**src/hw/port_split_regs.vh**
```
// constants for the port split link watchdog: offsets, fields, resets, timing
`ifndef PORT_SPLIT_REGS_VH
`define PORT_SPLIT_REGS_VH
`define ADDR_SPLIT_ENABLE     16'h3c48
`define ADDR_P3_PIN_SELECT    16'h416e
`define ADDR_P4_PIN_SELECT    16'h416f
`define ADDR_TIMEOUT_CFG      16'h4171
`define ADDR_TOGGLE_CFG       16'h4176
`define SPLIT_EN_P3_BIT       5
`define SPLIT_EN_P4_BIT       6
`define SPLIT_EN_WMASK        8'hfe
`define RST_SPLIT_ENABLE      8'h00
`define RST_PIN_SELECT        8'h00
`define RST_TIMEOUT_CFG       8'h05
`define RST_TOGGLE_CFG        8'h05
`define P3_SEL_OPT_A          8'h42
`define P3_SEL_OPT_B          8'h05
`define P4_SEL_OPT_A          8'h06
`define P4_SEL_OPT_B          8'h04
`define STUCK_STATE_LO        4'h4
`define STUCK_STATE_HI        4'h9
`define CLK_HZ                100000000
`define MS_TICK_CYCLES        (`CLK_HZ / 1000)
`define TOGGLE_BASE_MS        12'd350
`define TOGGLE_STEP_MS        12'd10
`define TO_100MS              12'd100
`define TO_250MS              12'd250
`define TO_500MS              12'd500
`define TO_750MS              12'd750
`define TO_1S_MS              12'd1000
`define TO_2S_MS              12'd2000
`endif

```
**src/hw/port_split_link_watchdog.v**
```verilog
// register file, pin routing and watchdogs for ports 3 and 4 split power
`timescale 1ns/1ps
`include "port_split_regs.vh"
module port_split_link_watchdog #(
  parameter MS_CYCLES = `MS_TICK_CYCLES // core clocks per millisecond tick
) (
  input  wire        clk,             // core clock 100 MHz
  input  wire        sys_rst,         // sync reset, active high
  input  wire        cfg_wr,          // register write strobe
  input  wire        cfg_rd,          // register read strobe
  input  wire [15:0] cfg_addr,        // register address
  input  wire [7:0]  cfg_wdata,       // write data
  output reg  [7:0]  cfg_rdata,       // read data, valid cycle after read
  input  wire        otp_load,        // OTP override strobe
  input  wire [7:0]  otp_timeout,     // OTP timeout value
  input  wire [3:0]  port3_link_train_state_status, // port 3 link state
  input  wire [3:0]  port4_link_train_state_status, // port 4 link state
  input  wire        port3_power_req, // hub port 3 power request
  input  wire        port4_power_req, // hub port 4 power request
  input  wire [3:0]  gpio_func_out,   // normal gpio output: a3,b3,a4,b4
  input  wire [3:0]  gpio_func_oe,    // normal gpio enable
  output reg         port3_power_ctl_pin, // port 3 2.0 power
  output reg         port4_power_ctl_pin, // port 4 2.0 power
  output reg         port3_option_a_pin_o,  // pin output
  output reg         port3_option_a_pin_oe, // pin enable
  output reg         port3_option_b_pin_o,  // pin output
  output reg         port3_option_b_pin_oe, // pin enable
  output reg         port4_option_a_pin_o,  // pin output
  output reg         port4_option_a_pin_oe, // pin enable
  output reg         port4_option_b_pin_o,  // pin output
  output reg         port4_option_b_pin_oe, // pin enable
  output reg         port3_superspeed_power_pin, // port 3 ss power level
  output reg         port4_superspeed_power_pin  // port 4 ss power level
);
  reg  [7:0]  split_enable_per_port;
  reg  [7:0]  port3_split_pin_select;
  reg  [7:0]  port4_split_pin_select;
  reg  [2:0]  stuck_link_timeout_cfg;
  reg  [7:0]  power_toggle_duration_cfg;
  reg  [16:0] ms_div;
  reg         ms_tick;
  reg  [11:0] timeout_ms;
  wire        p3_pwr;
  wire        p4_pwr;
  wire        p3_pulsing;
  wire        p4_pulsing;
  wire        p3_en;
  wire        p4_en;

  // divider end point, cut to the counter width on purpose
  localparam integer MS_LAST_FULL = MS_CYCLES - 1;
  localparam [16:0]  MS_LAST      = MS_LAST_FULL[16:0];

  // only bits 5 and 6 drive hardware
  assign p3_en = split_enable_per_port[`SPLIT_EN_P3_BIT];
  assign p4_en = split_enable_per_port[`SPLIT_EN_P4_BIT];

  // register writes; OTP override wins on the timeout register
  always @(posedge clk) begin
    if (sys_rst) begin
      split_enable_per_port     <= `RST_SPLIT_ENABLE;
      port3_split_pin_select    <= `RST_PIN_SELECT;
      port4_split_pin_select    <= `RST_PIN_SELECT;
      stuck_link_timeout_cfg    <= 3'h5;
      power_toggle_duration_cfg <= `RST_TOGGLE_CFG;
    end else begin
      if (cfg_wr) begin
        case (cfg_addr)
          `ADDR_SPLIT_ENABLE:  split_enable_per_port <= cfg_wdata & `SPLIT_EN_WMASK;
          `ADDR_P3_PIN_SELECT: port3_split_pin_select <= cfg_wdata;
          `ADDR_P4_PIN_SELECT: port4_split_pin_select <= cfg_wdata;
          `ADDR_TIMEOUT_CFG:   stuck_link_timeout_cfg <= cfg_wdata[2:0];
          `ADDR_TOGGLE_CFG:    power_toggle_duration_cfg <= cfg_wdata;
          default: ;
        endcase
      end
      if (otp_load) begin
        stuck_link_timeout_cfg <= otp_timeout[2:0];
      end
    end
  end

  // register reads; unmapped addresses read zero
  always @(posedge clk) begin
    if (sys_rst) begin
      cfg_rdata <= 8'h00;
    end else if (cfg_rd) begin
      case (cfg_addr)
        `ADDR_SPLIT_ENABLE:  cfg_rdata <= split_enable_per_port;
        `ADDR_P3_PIN_SELECT: cfg_rdata <= port3_split_pin_select;
        `ADDR_P4_PIN_SELECT: cfg_rdata <= port4_split_pin_select;
        `ADDR_TIMEOUT_CFG:   cfg_rdata <= {5'h00, stuck_link_timeout_cfg};
        `ADDR_TOGGLE_CFG:    cfg_rdata <= power_toggle_duration_cfg;
        default:             cfg_rdata <= 8'h00;
      endcase
    end
  end

  // timeout code to milliseconds; reserved code treated as off
  always @* begin
    case (stuck_link_timeout_cfg)
      3'h1:    timeout_ms = `TO_100MS;
      3'h2:    timeout_ms = `TO_250MS;
      3'h3:    timeout_ms = `TO_500MS;
      3'h4:    timeout_ms = `TO_750MS;
      3'h5:    timeout_ms = `TO_1S_MS;
      3'h6:    timeout_ms = `TO_2S_MS;
      default: timeout_ms = 12'h000;
    endcase
  end

  // millisecond enable from a single divider keeps both ports in step
  always @(posedge clk) begin
    if (sys_rst) begin
      ms_div  <= 17'h00000;
      ms_tick <= 1'b0;
    end else if (ms_div == MS_LAST) begin
      ms_div  <= 17'h00000;
      ms_tick <= 1'b1;
    end else begin
      ms_div  <= ms_div + 17'd1;
      ms_tick <= 1'b0;
    end
  end

  split_port_watchdog u_wd3 (
    .clk          (clk),
    .sys_rst      (sys_rst),
    .ms_tick      (ms_tick),
    .split_en     (p3_en),
    .link_state   (port3_link_train_state_status),
    .timeout_ms   (timeout_ms),
    .toggle_field (power_toggle_duration_cfg),
    .pin_power    (p3_pwr),
    .pulsing      (p3_pulsing)
  );

  split_port_watchdog u_wd4 (
    .clk          (clk),
    .sys_rst      (sys_rst),
    .ms_tick      (ms_tick),
    .split_en     (p4_en),
    .link_state   (port4_link_train_state_status),
    .timeout_ms   (timeout_ms),
    .toggle_field (power_toggle_duration_cfg),
    .pin_power    (p4_pwr),
    .pulsing      (p4_pulsing)
  );

  // pin routing; no overcurrent input exists on the split path
  always @(posedge clk) begin
    if (sys_rst) begin
      port3_power_ctl_pin        <= 1'b0;
      port4_power_ctl_pin        <= 1'b0;
      port3_superspeed_power_pin <= 1'b0;
      port4_superspeed_power_pin <= 1'b0;
      port3_option_a_pin_o       <= 1'b0;
      port3_option_a_pin_oe      <= 1'b0;
      port3_option_b_pin_o       <= 1'b0;
      port3_option_b_pin_oe      <= 1'b0;
      port4_option_a_pin_o       <= 1'b0;
      port4_option_a_pin_oe      <= 1'b0;
      port4_option_b_pin_o       <= 1'b0;
      port4_option_b_pin_oe      <= 1'b0;
    end else begin
      port3_power_ctl_pin        <= port3_power_req;
      port4_power_ctl_pin        <= port4_power_req;
      port3_superspeed_power_pin <= p3_en & p3_pwr;
      port4_superspeed_power_pin <= p4_en & p4_pwr;
      if (p3_en && port3_split_pin_select == `P3_SEL_OPT_A) begin
        port3_option_a_pin_o  <= p3_pwr;
        port3_option_a_pin_oe <= 1'b1;
      end else begin
        port3_option_a_pin_o  <= gpio_func_out[0];
        port3_option_a_pin_oe <= gpio_func_oe[0];
      end
      if (p3_en && port3_split_pin_select == `P3_SEL_OPT_B) begin
        port3_option_b_pin_o  <= p3_pwr;
        port3_option_b_pin_oe <= 1'b1;
      end else begin
        port3_option_b_pin_o  <= gpio_func_out[1];
        port3_option_b_pin_oe <= gpio_func_oe[1];
      end
      if (p4_en && port4_split_pin_select == `P4_SEL_OPT_A) begin
        port4_option_a_pin_o  <= p4_pwr;
        port4_option_a_pin_oe <= 1'b1;
      end else begin
        port4_option_a_pin_o  <= gpio_func_out[2];
        port4_option_a_pin_oe <= gpio_func_oe[2];
      end
      if (p4_en && port4_split_pin_select == `P4_SEL_OPT_B) begin
        port4_option_b_pin_o  <= p4_pwr;
        port4_option_b_pin_oe <= 1'b1;
      end else begin
        port4_option_b_pin_o  <= gpio_func_out[3];
        port4_option_b_pin_oe <= gpio_func_oe[3];
      end
    end
  end
endmodule // port_split_link_watchdog

```
**src/hw/split_port_watchdog.v**
```verilog
// per-port stuck-link watchdog and split power pulse generator
`timescale 1ns/1ps
`include "port_split_regs.vh"
module split_port_watchdog (
  input  wire        clk,          // core clock
  input  wire        sys_rst,      // sync reset, active high
  input  wire        ms_tick,      // one-cycle pulse per millisecond
  input  wire        split_en,     // splitting enabled on this port
  input  wire [3:0]  link_state,   // link training state, same clock
  input  wire [11:0] timeout_ms,   // stuck timeout in ms, zero = off
  input  wire [7:0]  toggle_field, // pulse length field
  output reg         pin_power,    // superspeed power level, 1 = on
  output reg         pulsing       // pulse in progress
);
  reg [11:0] to_cnt;
  reg [11:0] pulse_cnt;
  reg [3:0]  last_state;
  wire       stuck_code;
  wire [11:0] pulse_len;

  assign stuck_code = (link_state >= `STUCK_STATE_LO) && (link_state <= `STUCK_STATE_HI);
  assign pulse_len  = `TOGGLE_BASE_MS + ({4'h0, toggle_field} * `TOGGLE_STEP_MS);

  // a state change or a valid link restarts the interval
  always @(posedge clk) begin
    if (sys_rst || !split_en) begin
      to_cnt     <= 12'h000;
      pulse_cnt  <= 12'h000;
      pulsing    <= 1'b0;
      pin_power  <= 1'b1;
      last_state <= 4'h0;
    end else if (pulsing) begin
      if (ms_tick) begin
        if (pulse_cnt + 12'd1 >= pulse_len) begin
          pulse_cnt <= 12'h000;
          pulsing   <= 1'b0;
          pin_power <= 1'b1;
          to_cnt    <= 12'h000;
        end else begin
          pulse_cnt <= pulse_cnt + 12'd1;
        end
      end
    end else begin
      last_state <= link_state;
      if (!stuck_code || link_state != last_state || timeout_ms == 12'h000) begin
        to_cnt <= 12'h000;
      end else if (ms_tick) begin
        if (to_cnt + 12'd1 >= timeout_ms) begin
          to_cnt    <= 12'h000;
          pulsing   <= 1'b1;
          pin_power <= 1'b0;
        end else begin
          to_cnt <= to_cnt + 12'd1;
        end
      end
    end
  end
endmodule // split_port_watchdog
```
**config.mk**
```make
export PLATFORM = sky130hd
export DESIGN_NAME = port_split_link_watchdog
export DESIGN_NICKNAME = d
export VERILOG_FILES = /design/src/hw/port_split_link_watchdog.v /design/src/hw/split_port_watchdog.v
export VERILOG_INCLUDE_DIRS = /design/src /design/src/hw
export SDC_FILE = /design/constraint.sdc
export NUM_CORES = 1
export LEC_CHECK = 0
export ABC_CLOCK_PERIOD_IN_PS = 3900
export BUFFER_PORTS_ARGS = -buffer_cell sky130_fd_sc_hd__buf_2
export CAP_MARGIN = 20
export CORE_AREA = 10 10 177 179
export CTS_CLUSTER_SIZE = 8
export DETAILED_ROUTE_END_ITERATION = 12
export DIE_AREA = 0 0 187 189
export PLACE_DENSITY_LB_ADDON = 0.1
export SLEW_MARGIN = 40
export SYNTH_ARGS = -nofsm -noshare
export SYNTH_HDL_FRONTEND = slang
export SYNTH_SLANG_ARGS = --single-unit
```
**constraint.sdc**
```tcl
create_clock -name clk -period 3.9 [get_ports clk]
set_clock_uncertainty 0.2 [all_clocks]
set_input_delay 0.195 -clock clk [delete_from_list [all_inputs] [get_ports clk]]
set_output_delay 0.195 -clock clk [all_outputs]
set_load 0.02 [all_outputs]
```
==> impl_metrics.yaml, run 1 <==
synth:
  synthFlopType: "dfxtp_1"
  synth_area_per_cell_um2: 8.13
  syn-num-nets: 1118
  synth_enable_flop_cells: 0
  synth_warnings: 0
  ys_ff_latch: 132
  synthArstFlopShare_pct: 0
  synth.largest_area_cell: "dfxtp_1"
  synth-seq-area-share_pct: 32.3
  yosys.cell_types.count: 77
  synthCells: 1006
  netlist_area_mm2: 0.00818
  ys_top_cells_by_area: "dfxtp_1 32%, ha_1 8.6%, nand2_1 5.5%, nand3_1 5.1%, nor2_1 4.5%"
  yosysTopAreaCellShare_pct: 32.3
timing:
  grt_setup_unrepaired: "yes"
  hold-worst-slack_ns: 0.0199
  slew_headroom_pct: 54.3
  finalSetupViolations: 44
  hold_violations: 0
  setup_slack_ns: -0.214
  fin_crit_sh_pct: 105
  finalMaxSlewViolations: 0
  min_period_ns: 4.11
  worst_pin_slew_ns: 0.684
  max_freq_mhz: 243
layout:
  finalInstanceArea_mm2: 0.0107
  syn2layout_area_growth_pct: 30.3
  multi_input_area_mm2: 0.00556
  final_cell_mix: "128 x dfxtp_1, 117 x nand2_1, 94 x nor2_1, 73 x nand3_1, 69 x buf_2"
  drive_above_1_share_pct: 22.2
  layout_commonest_cell: "dfxtp_1"
  n_antenna_cell: 0
  n_fill_cell: 2885
  nets: 1262
  seqCellArea_mm2: 0.00265
worst_setup_path:
  crit_fanout: 7
  cp-start-kind: "register"
  endpoint_kind: "register"
  cp.required_ns: 4.02
  critPathArrivalTime_ns: 4.23
  path_class: "reg -> reg"
global_routing:
  grt_use_total_pct: 13.3
  grt_pass1_vias: 7518
  met3_usage_pct: 2.55
  grt_max_degree: 60
  met1_usage_pct: 16.3
  gr-total-overflow: 0
  top_usage_layer: "met2"
  antenna_found_initial: 0
  grt_pass1_wl_um: 38800
  met2_usage_pct: 23.6
place:
  dp_slack_ns: -0.292
  dp_hpwl_um: 17500
  place_congestion: 0.760
  place_area_mm2: 0.00931
  portBuffers: 69
floorplan:
  core_mm2: 0.0276
  die-area_mm2: 0.0353
  ioPinCount: 75
  die-height_um: 189
  rows: 61
  chipWidth_um: 187
  initial_utilization_pct: 29.6
detailed_routing:
  viasPerCell: 4.91
  wl_per_cell_um: 15.5
  postRouteAntennaNets: 0
  drtIter0Drc: 323
  drc: 0
  dr.pass1.iters: 5
  wl_um: 23900
  num_vias: 7563
clocking:
  insertion_delay_ns: 0.43
  h-tree-depth: 4
  path_clk_slew_ns: 0.06
  cts_buffers: 17
  max-clock-path-buffers: 2
  clkSinkCount: 132
  root_buffer: "clkbuf_16"
  cts_tree: "done"
min_path:
  worstHoldPathType: "in -> reg"
power_and_ir_drop:
  vdd_drop_max_uv: 253
  p_leak_nw: 4.28
  p_per_area_mw_per_mm2: 302
outcome:
  violations: "negative setup slack"
  status: "finished with violations"
run:
  maxCapViolCount: 0
## Yosys cell counts, types with 4 or more instances
| cell type | n |
|---|---|
| nand3_1 | 83 |
| nor2b_1 | 21 |
| a32oi_1 | 7 |
| nor4_1 | 14 |
| nor3_1 | 15 |
| nor2_1 | 97 |
| a211oi_1 | 6 |
| mux2i_1 | 22 |
| xnor2_1 | 35 |
| o21ai_1 | 4 |
| dfxtp_1 | 132 |
| a31oi_1 | 6 |
| o21ai_0 | 25 |
| a21oi_1 | 67 |
| nand2_1 | 119 |
| a22o_1 | 5 |
| nand3b_1 | 4 |
| a221o_1 | 6 |
| xor2_1 | 27 |
| a22oi_1 | 5 |
| a21o_1 | 17 |
| nand4_1 | 16 |
| clkbuf_1 | 39 |
| o21a_1 | 6 |
| nand2b_1 | 9 |
| o21ba_2 | 4 |
| or3_1 | 11 |
| ha_1 | 56 |
| nor4bb_1 | 5 |
| mux2_2 | 6 |
| a221oi_1 | 5 |
| and2_1 | 14 |
| or2_2 | 6 |
| inv_1 | 25 |
| and3_1 | 22 |
## cells by family after synthesis
logic type                 Yosys count  share of synthesized area (%)
buffers and inverters               73                           3.63
xor gates and xnor gates            62                           6.64
and+or+nand+nor                    456                           27.7
adders and majority gates           57                           8.82
AOI/OAI and AO/OA                  198                           17.4
DFF                                132                           32.3
muxes                               28                           3.52
## final cells by class
| cell class | instances | area share, % |
|---|---|---|
| flip-flops and latches | 132 | 24.9 |
| multi-input cells | 802 | 52.2 |
| clock inverters | 14 | 1.55 |
| well taps | 378 | 4.44 |
| inverters | 25 | 0.881 |
| repair buffers | 172 | 11.9 |
| clock buffers | 18 | 4.12 |
## per-stage QoR
stage	total power, mW	cells	TNS, ns	util (%)
floorplan	1.48	1006	-0.402	-
global placement	1.55	1466	-7.14	33.7
detailed placement	1.55	1466	-10.42	33.7
CTS	3.28	1537	-6.33	37.5
global route	3.35	1541	-13.83	38.5
finish	3.22	1541	-6.31	38.5
## report_power, final
part	internal [mW]	switching, mW	total (mW)	leakage [nW]
Combinational	0.0857	0.0919	0.178	2.92
Clock	0.979	0.693	1.67	0.293
Sequential	1.36	0.0113	1.37	1.07
Total	2.42	0.796	3.22	4.28
## flip-flops by register name, indices dropped and copies added (netlist names), 12 cells and up
signal and flops:
u_wd4.pulse_cnt 12, u_wd3.to_cnt 12, ms_div 17, u_wd4.to_cnt 12, u_wd3.pulse_cnt 12
## critical path, stage by stage (launching register included)
cell     delay [ns]
dfxtp_4        0.36
ha_4           0.24
ha_4           0.15
fa_2           0.55
inv_2          0.04
o21ba_4        0.20
o32a_4         0.34
xnor2_4        0.14
ha_4           0.28
nand4_1        0.11
nor3_2         0.12
o31a_1         0.17
nor3_1         0.06
o31a_1         0.37
buf_6          0.14
a21oi_4        0.19
buf_6          0.16
a21oi_1        0.04
a21o_1         0.15
## worst paths after layout
check,cells after the start,to,from,slack [ns]
worst max-delay path,18,u_wd4.pulse_cnt[2]$_SDFFE_PP0P_,power_toggle_duration_cfg[3]$_SDFFE_PP0P_,-0.21
worst min-delay path,5,stuck_link_timeout_cfg[1]$_SDFFE_PP0P_,otp_load,0.02
worst max register to register,18,u_wd4.pulse_cnt[2]$_SDFFE_PP0P_,power_toggle_duration_cfg[3]$_SDFFE_PP0P_,-0.21
worst min register to register,1,ms_div[0]$_SDFF_PP0_,ms_div[0]$_SDFF_PP0_,0.26
## layer usage
layer,up-vias,share of wire [%]
met5,-,0
met4,0,0.64
met3,10,2.4
met2,75,50
met1,3569,47
li1,3909,-
## repair_timing
item,CTS,global route
gates cloned,1,1
hold buffers,35,0
endpoints found under the setup margin,49,52
hold endpoints to repair,55,0
buffers inserted,4,5
gates resized for setup,16,56
pin swaps,14,29
Power figures use the tool's default switching activity.
==> inputs of run 2 (changes only) <==
--- a/config.mk
+++ b/config.mk
@@ -14,5 +14,5 @@
 export DETAILED_ROUTE_END_ITERATION = 12
 export DIE_AREA = 0 0 187 189
-export PLACE_DENSITY_LB_ADDON = 0.1
+export PLACE_DENSITY_LB_ADDON = 0.08
 export SLEW_MARGIN = 40
 export SYNTH_ARGS = -nofsm -noshare
==> constraint.sdc (replaced) <==
create_clock -name clk -period 3.9 [get_ports clk]
set_clock_uncertainty 0.2 [all_clocks]
set_input_delay 0.195 -clock clk [delete_from_list [all_inputs] [get_ports clk]]
set_output_delay 0.195 -clock clk [all_outputs]
set_load 0.005 [all_outputs]
==> run 2 against run 1 <==
The run still ends with negative setup slack left. Worst hold slack improved by 0.014 ns. Via count is 0.33% higher. Count of clock-buffer cells in the layout up 1. Largest power group unchanged.
==> impl_metrics.yaml, run 2 (synthesis results as in run 1) <==
timing:
  slew_headroom_pct: 45.8
  finalSetupViolations: 47
  setup_slack_ns: -0.292
  min_period_ns: 4.19
  grt_setup_unrepaired: "yes"
  finalMaxSlewViolations: 0
  max_freq_mhz: 239
  fin_crit_sh_pct: 107
  hold_violations: 0
  worst_pin_slew_ns: 0.813
place:
  place_congestion: 0.755
  portBuffers: 69
  dp_hpwl_um: 17700
  place_inst: 1471
detailed_routing:
  dr.pass1.iters: 4
  wl_per_cell_um: 15.9
  viasPerCell: 4.89
  postRouteAntennaNets: 0
  drtIter0Drc: 336
  wl_um: 24600
  drc: 0
  num_vias: 7588
global_routing:
  antenna_found_initial: 0
  grt_pass1_wl_um: 39700
  gr-total-overflow: 0
  grt_max_degree: 56
  grt_use_total_pct: 13.8
  grt_pass1_vias: 7600
clocking:
  max-clock-path-buffers: 2
  root_buffer: "clkbuf_16"
  cts_tree: "done"
  path_clk_slew_ns: 0.06
  h-tree-depth: 4
  clkSinkCount: 132
  insertion_delay_ns: 0.44
  cts_buffers: 17
power_and_ir_drop:
  p_leak_nw: 4.37
  seqPwrFrac_pct: 41.7
  internal_power_mw: 2.46
  p_per_area_mw_per_mm2: 302
  total_power_mw: 3.28
  vdd_drop_max_uv: 236
  power.switching_mw: 0.818
  p_comb_share_pct: 5.2
  p_clk_share_pct: 53.1
  p_sw_share_pct: 24.9
worst_setup_path:
  crit_end: "u_wd4.pulse_cnt[9]$_SDFFE_PP0P_"
  r2r_end: "u_wd4.pulse_cnt[9]$_SDFFE_PP0P_"
  endpoint_kind: "register"
  reg2reg_slack_ns: -0.29
  crit_fanout: 7
  path_class: "reg -> reg"
  critPathArrivalTime_ns: 4.32
  cp.required_ns: 4.03
  rr_startpoint: "power_toggle_duration_cfg[3]$_SDFFE_PP0P_"
  cp-start-kind: "register"
  worstSetupStartpoint: "power_toggle_duration_cfg[3]$_SDFFE_PP0P_"
  r2r_cells: 18
outcome:
  violations: "negative setup slack"
  status: "finished with violations"
layout:
  fin_util_pct: 39.2
  nets: 1273
  instances_no_fill: 1552
  largest_reg_flops: 17
  syn2layout_area_growth_pct: 32.6
  largest-register: "ms_div"
  final_cell_mix: "128 x dfxtp_1, 116 x nand2_1, 93 x nor2_1, 79 x nand3_1, 69 x buf_2"
  layout_commonest_cell: "dfxtp_1"
  n_antenna_cell: 0
  drive_above_1_share_pct: 23.3
floorplan:
  rows: 61
  chipWidth_um: 187
  core_mm2: 0.0276
  die-area_mm2: 0.0353
  die-height_um: 189
  initial_utilization_pct: 29.6
  ioPinCount: 75
min_path:
  worstHoldPathType: "in -> reg"
run:
  maxCapViolCount: 0
[run 2: changes by cell type in the layout (fill, tap and decap cells not counted), moves of 2 or more]
| cell | before | now |
|---|---|---|
| a21oi_1 | 62 | 60 |
| buf_6 | 8 | 12 |
| buf_4 | 57 | 62 |
| and3_1 | 22 | 19 |
| nand3_1 | 73 | 79 |
| nand3_2 | 10 | 4 |
| buf_12 | 1 | 3 |
| xor2_2 | 1 | 3 |
| and3_4 | 0 | 3 |
| xor2_1 | 26 | 24 |
[run 2: critical path, stage by stage, from the launching register on]
cell and delay, ns:
dfxtp_4 0.36, ha_4 0.24, ha_4 0.16, fa_2 0.54, inv_2 0.04, o21ba_4 0.19, o32a_4 0.34, xnor2_4 0.15
ha_4 0.30, nand4_1 0.10, nor3_2 0.17, o31a_1 0.17, nor3_1 0.05, o31a_1 0.33, buf_4 0.16, a21oi_4 0.23
buf_6 0.17, a21oi_1 0.05, a21o_1 0.15
[run 2: worst min path at each step]
stage	slack (ns)	startpoint	endpoint	cells after the start
2_1_floorplan	0.12	gpio_func_oe[3]	port4_option_b_pin_oe$_SDFF_PP0_	2
3_3_place_gp	0.20	port4_power_req	port4_power_ctl_pin$_SDFF_PP0_	2
3_5_place_dp	0.21	port3_power_req	port3_power_ctl_pin$_SDFF_PP0_	2
4_1_cts	0.01	otp_load	stuck_link_timeout_cfg[1]$_SDFFE_PP0P_	5
5_1_grt	0.08	otp_load	stuck_link_timeout_cfg[1]$_SDFFE_PP0P_	4
6_report	0.03	otp_load	stuck_link_timeout_cfg[1]$_SDFFE_PP0P_	5
[run 2: per-stage QoR]
stage                     TNS (ns)  setup slack, ns  hold WS (ns)  cell area, um2
after detailed placement     -9.30           -0.302         0.212            9350
after global routing        -16.80           -0.452        0.0803           10800
after global placement       -8.06           -0.300         0.202            9350
after floorplan             -0.402          -0.0469         0.116            8240
final                        -9.83           -0.292        0.0340           10800
after CTS                    -7.32           -0.229        0.0117           10400
[run 2: metal layers]
layer | wire, um | GRT usage, %
met3 | 565 | 2.35
met5 | 0 | 0
met4 | 382 | 4.56
met1 | 11700 | 17.4
met2 | 12000 | 23.3
[run 2: what timing repair did]
action / 4_1_cts / 5_1_grt
resized for setup: 8 / 81
hold buffers: 35 / 0
setup endpoints to repair: 49 / 50
gates cloned: 1 / 0
pin swaps: 3 / 33
buffers inserted: 1 / 14
hold endpoints to repair: 56 / 0
[run 2: power groups by stage]
| stage | clock network (mW) | logic (mW) | registers [mW] |
|---|---|---|---|
| 2_1_floorplan | 0 | 0.0794 | 1.39 |
| 3_3_place_gp | 0 | 0.140 | 1.40 |
| 3_5_place_dp | 0 | 0.141 | 1.40 |
| 4_1_cts | 1.79 | 0.172 | 1.37 |
| 5_1_grt | 1.83 | 0.191 | 1.37 |
| 6_report | 1.74 | 0.170 | 1.37 |
[run 2: final cells by class]
| cell class | count | area (um2) |
|---|---|---|
| multi-input cells | 802 | 5610 |
| clock inverters | 13 | 160 |
| flip-flops and latches | 132 | 2660 |
| fillers | 2866 | 16800 |
| inverters | 25 | 93.8 |
| repair buffers | 183 | 1390 |
| well taps | 378 | 473 |
| clock buffers | 19 | 464 |
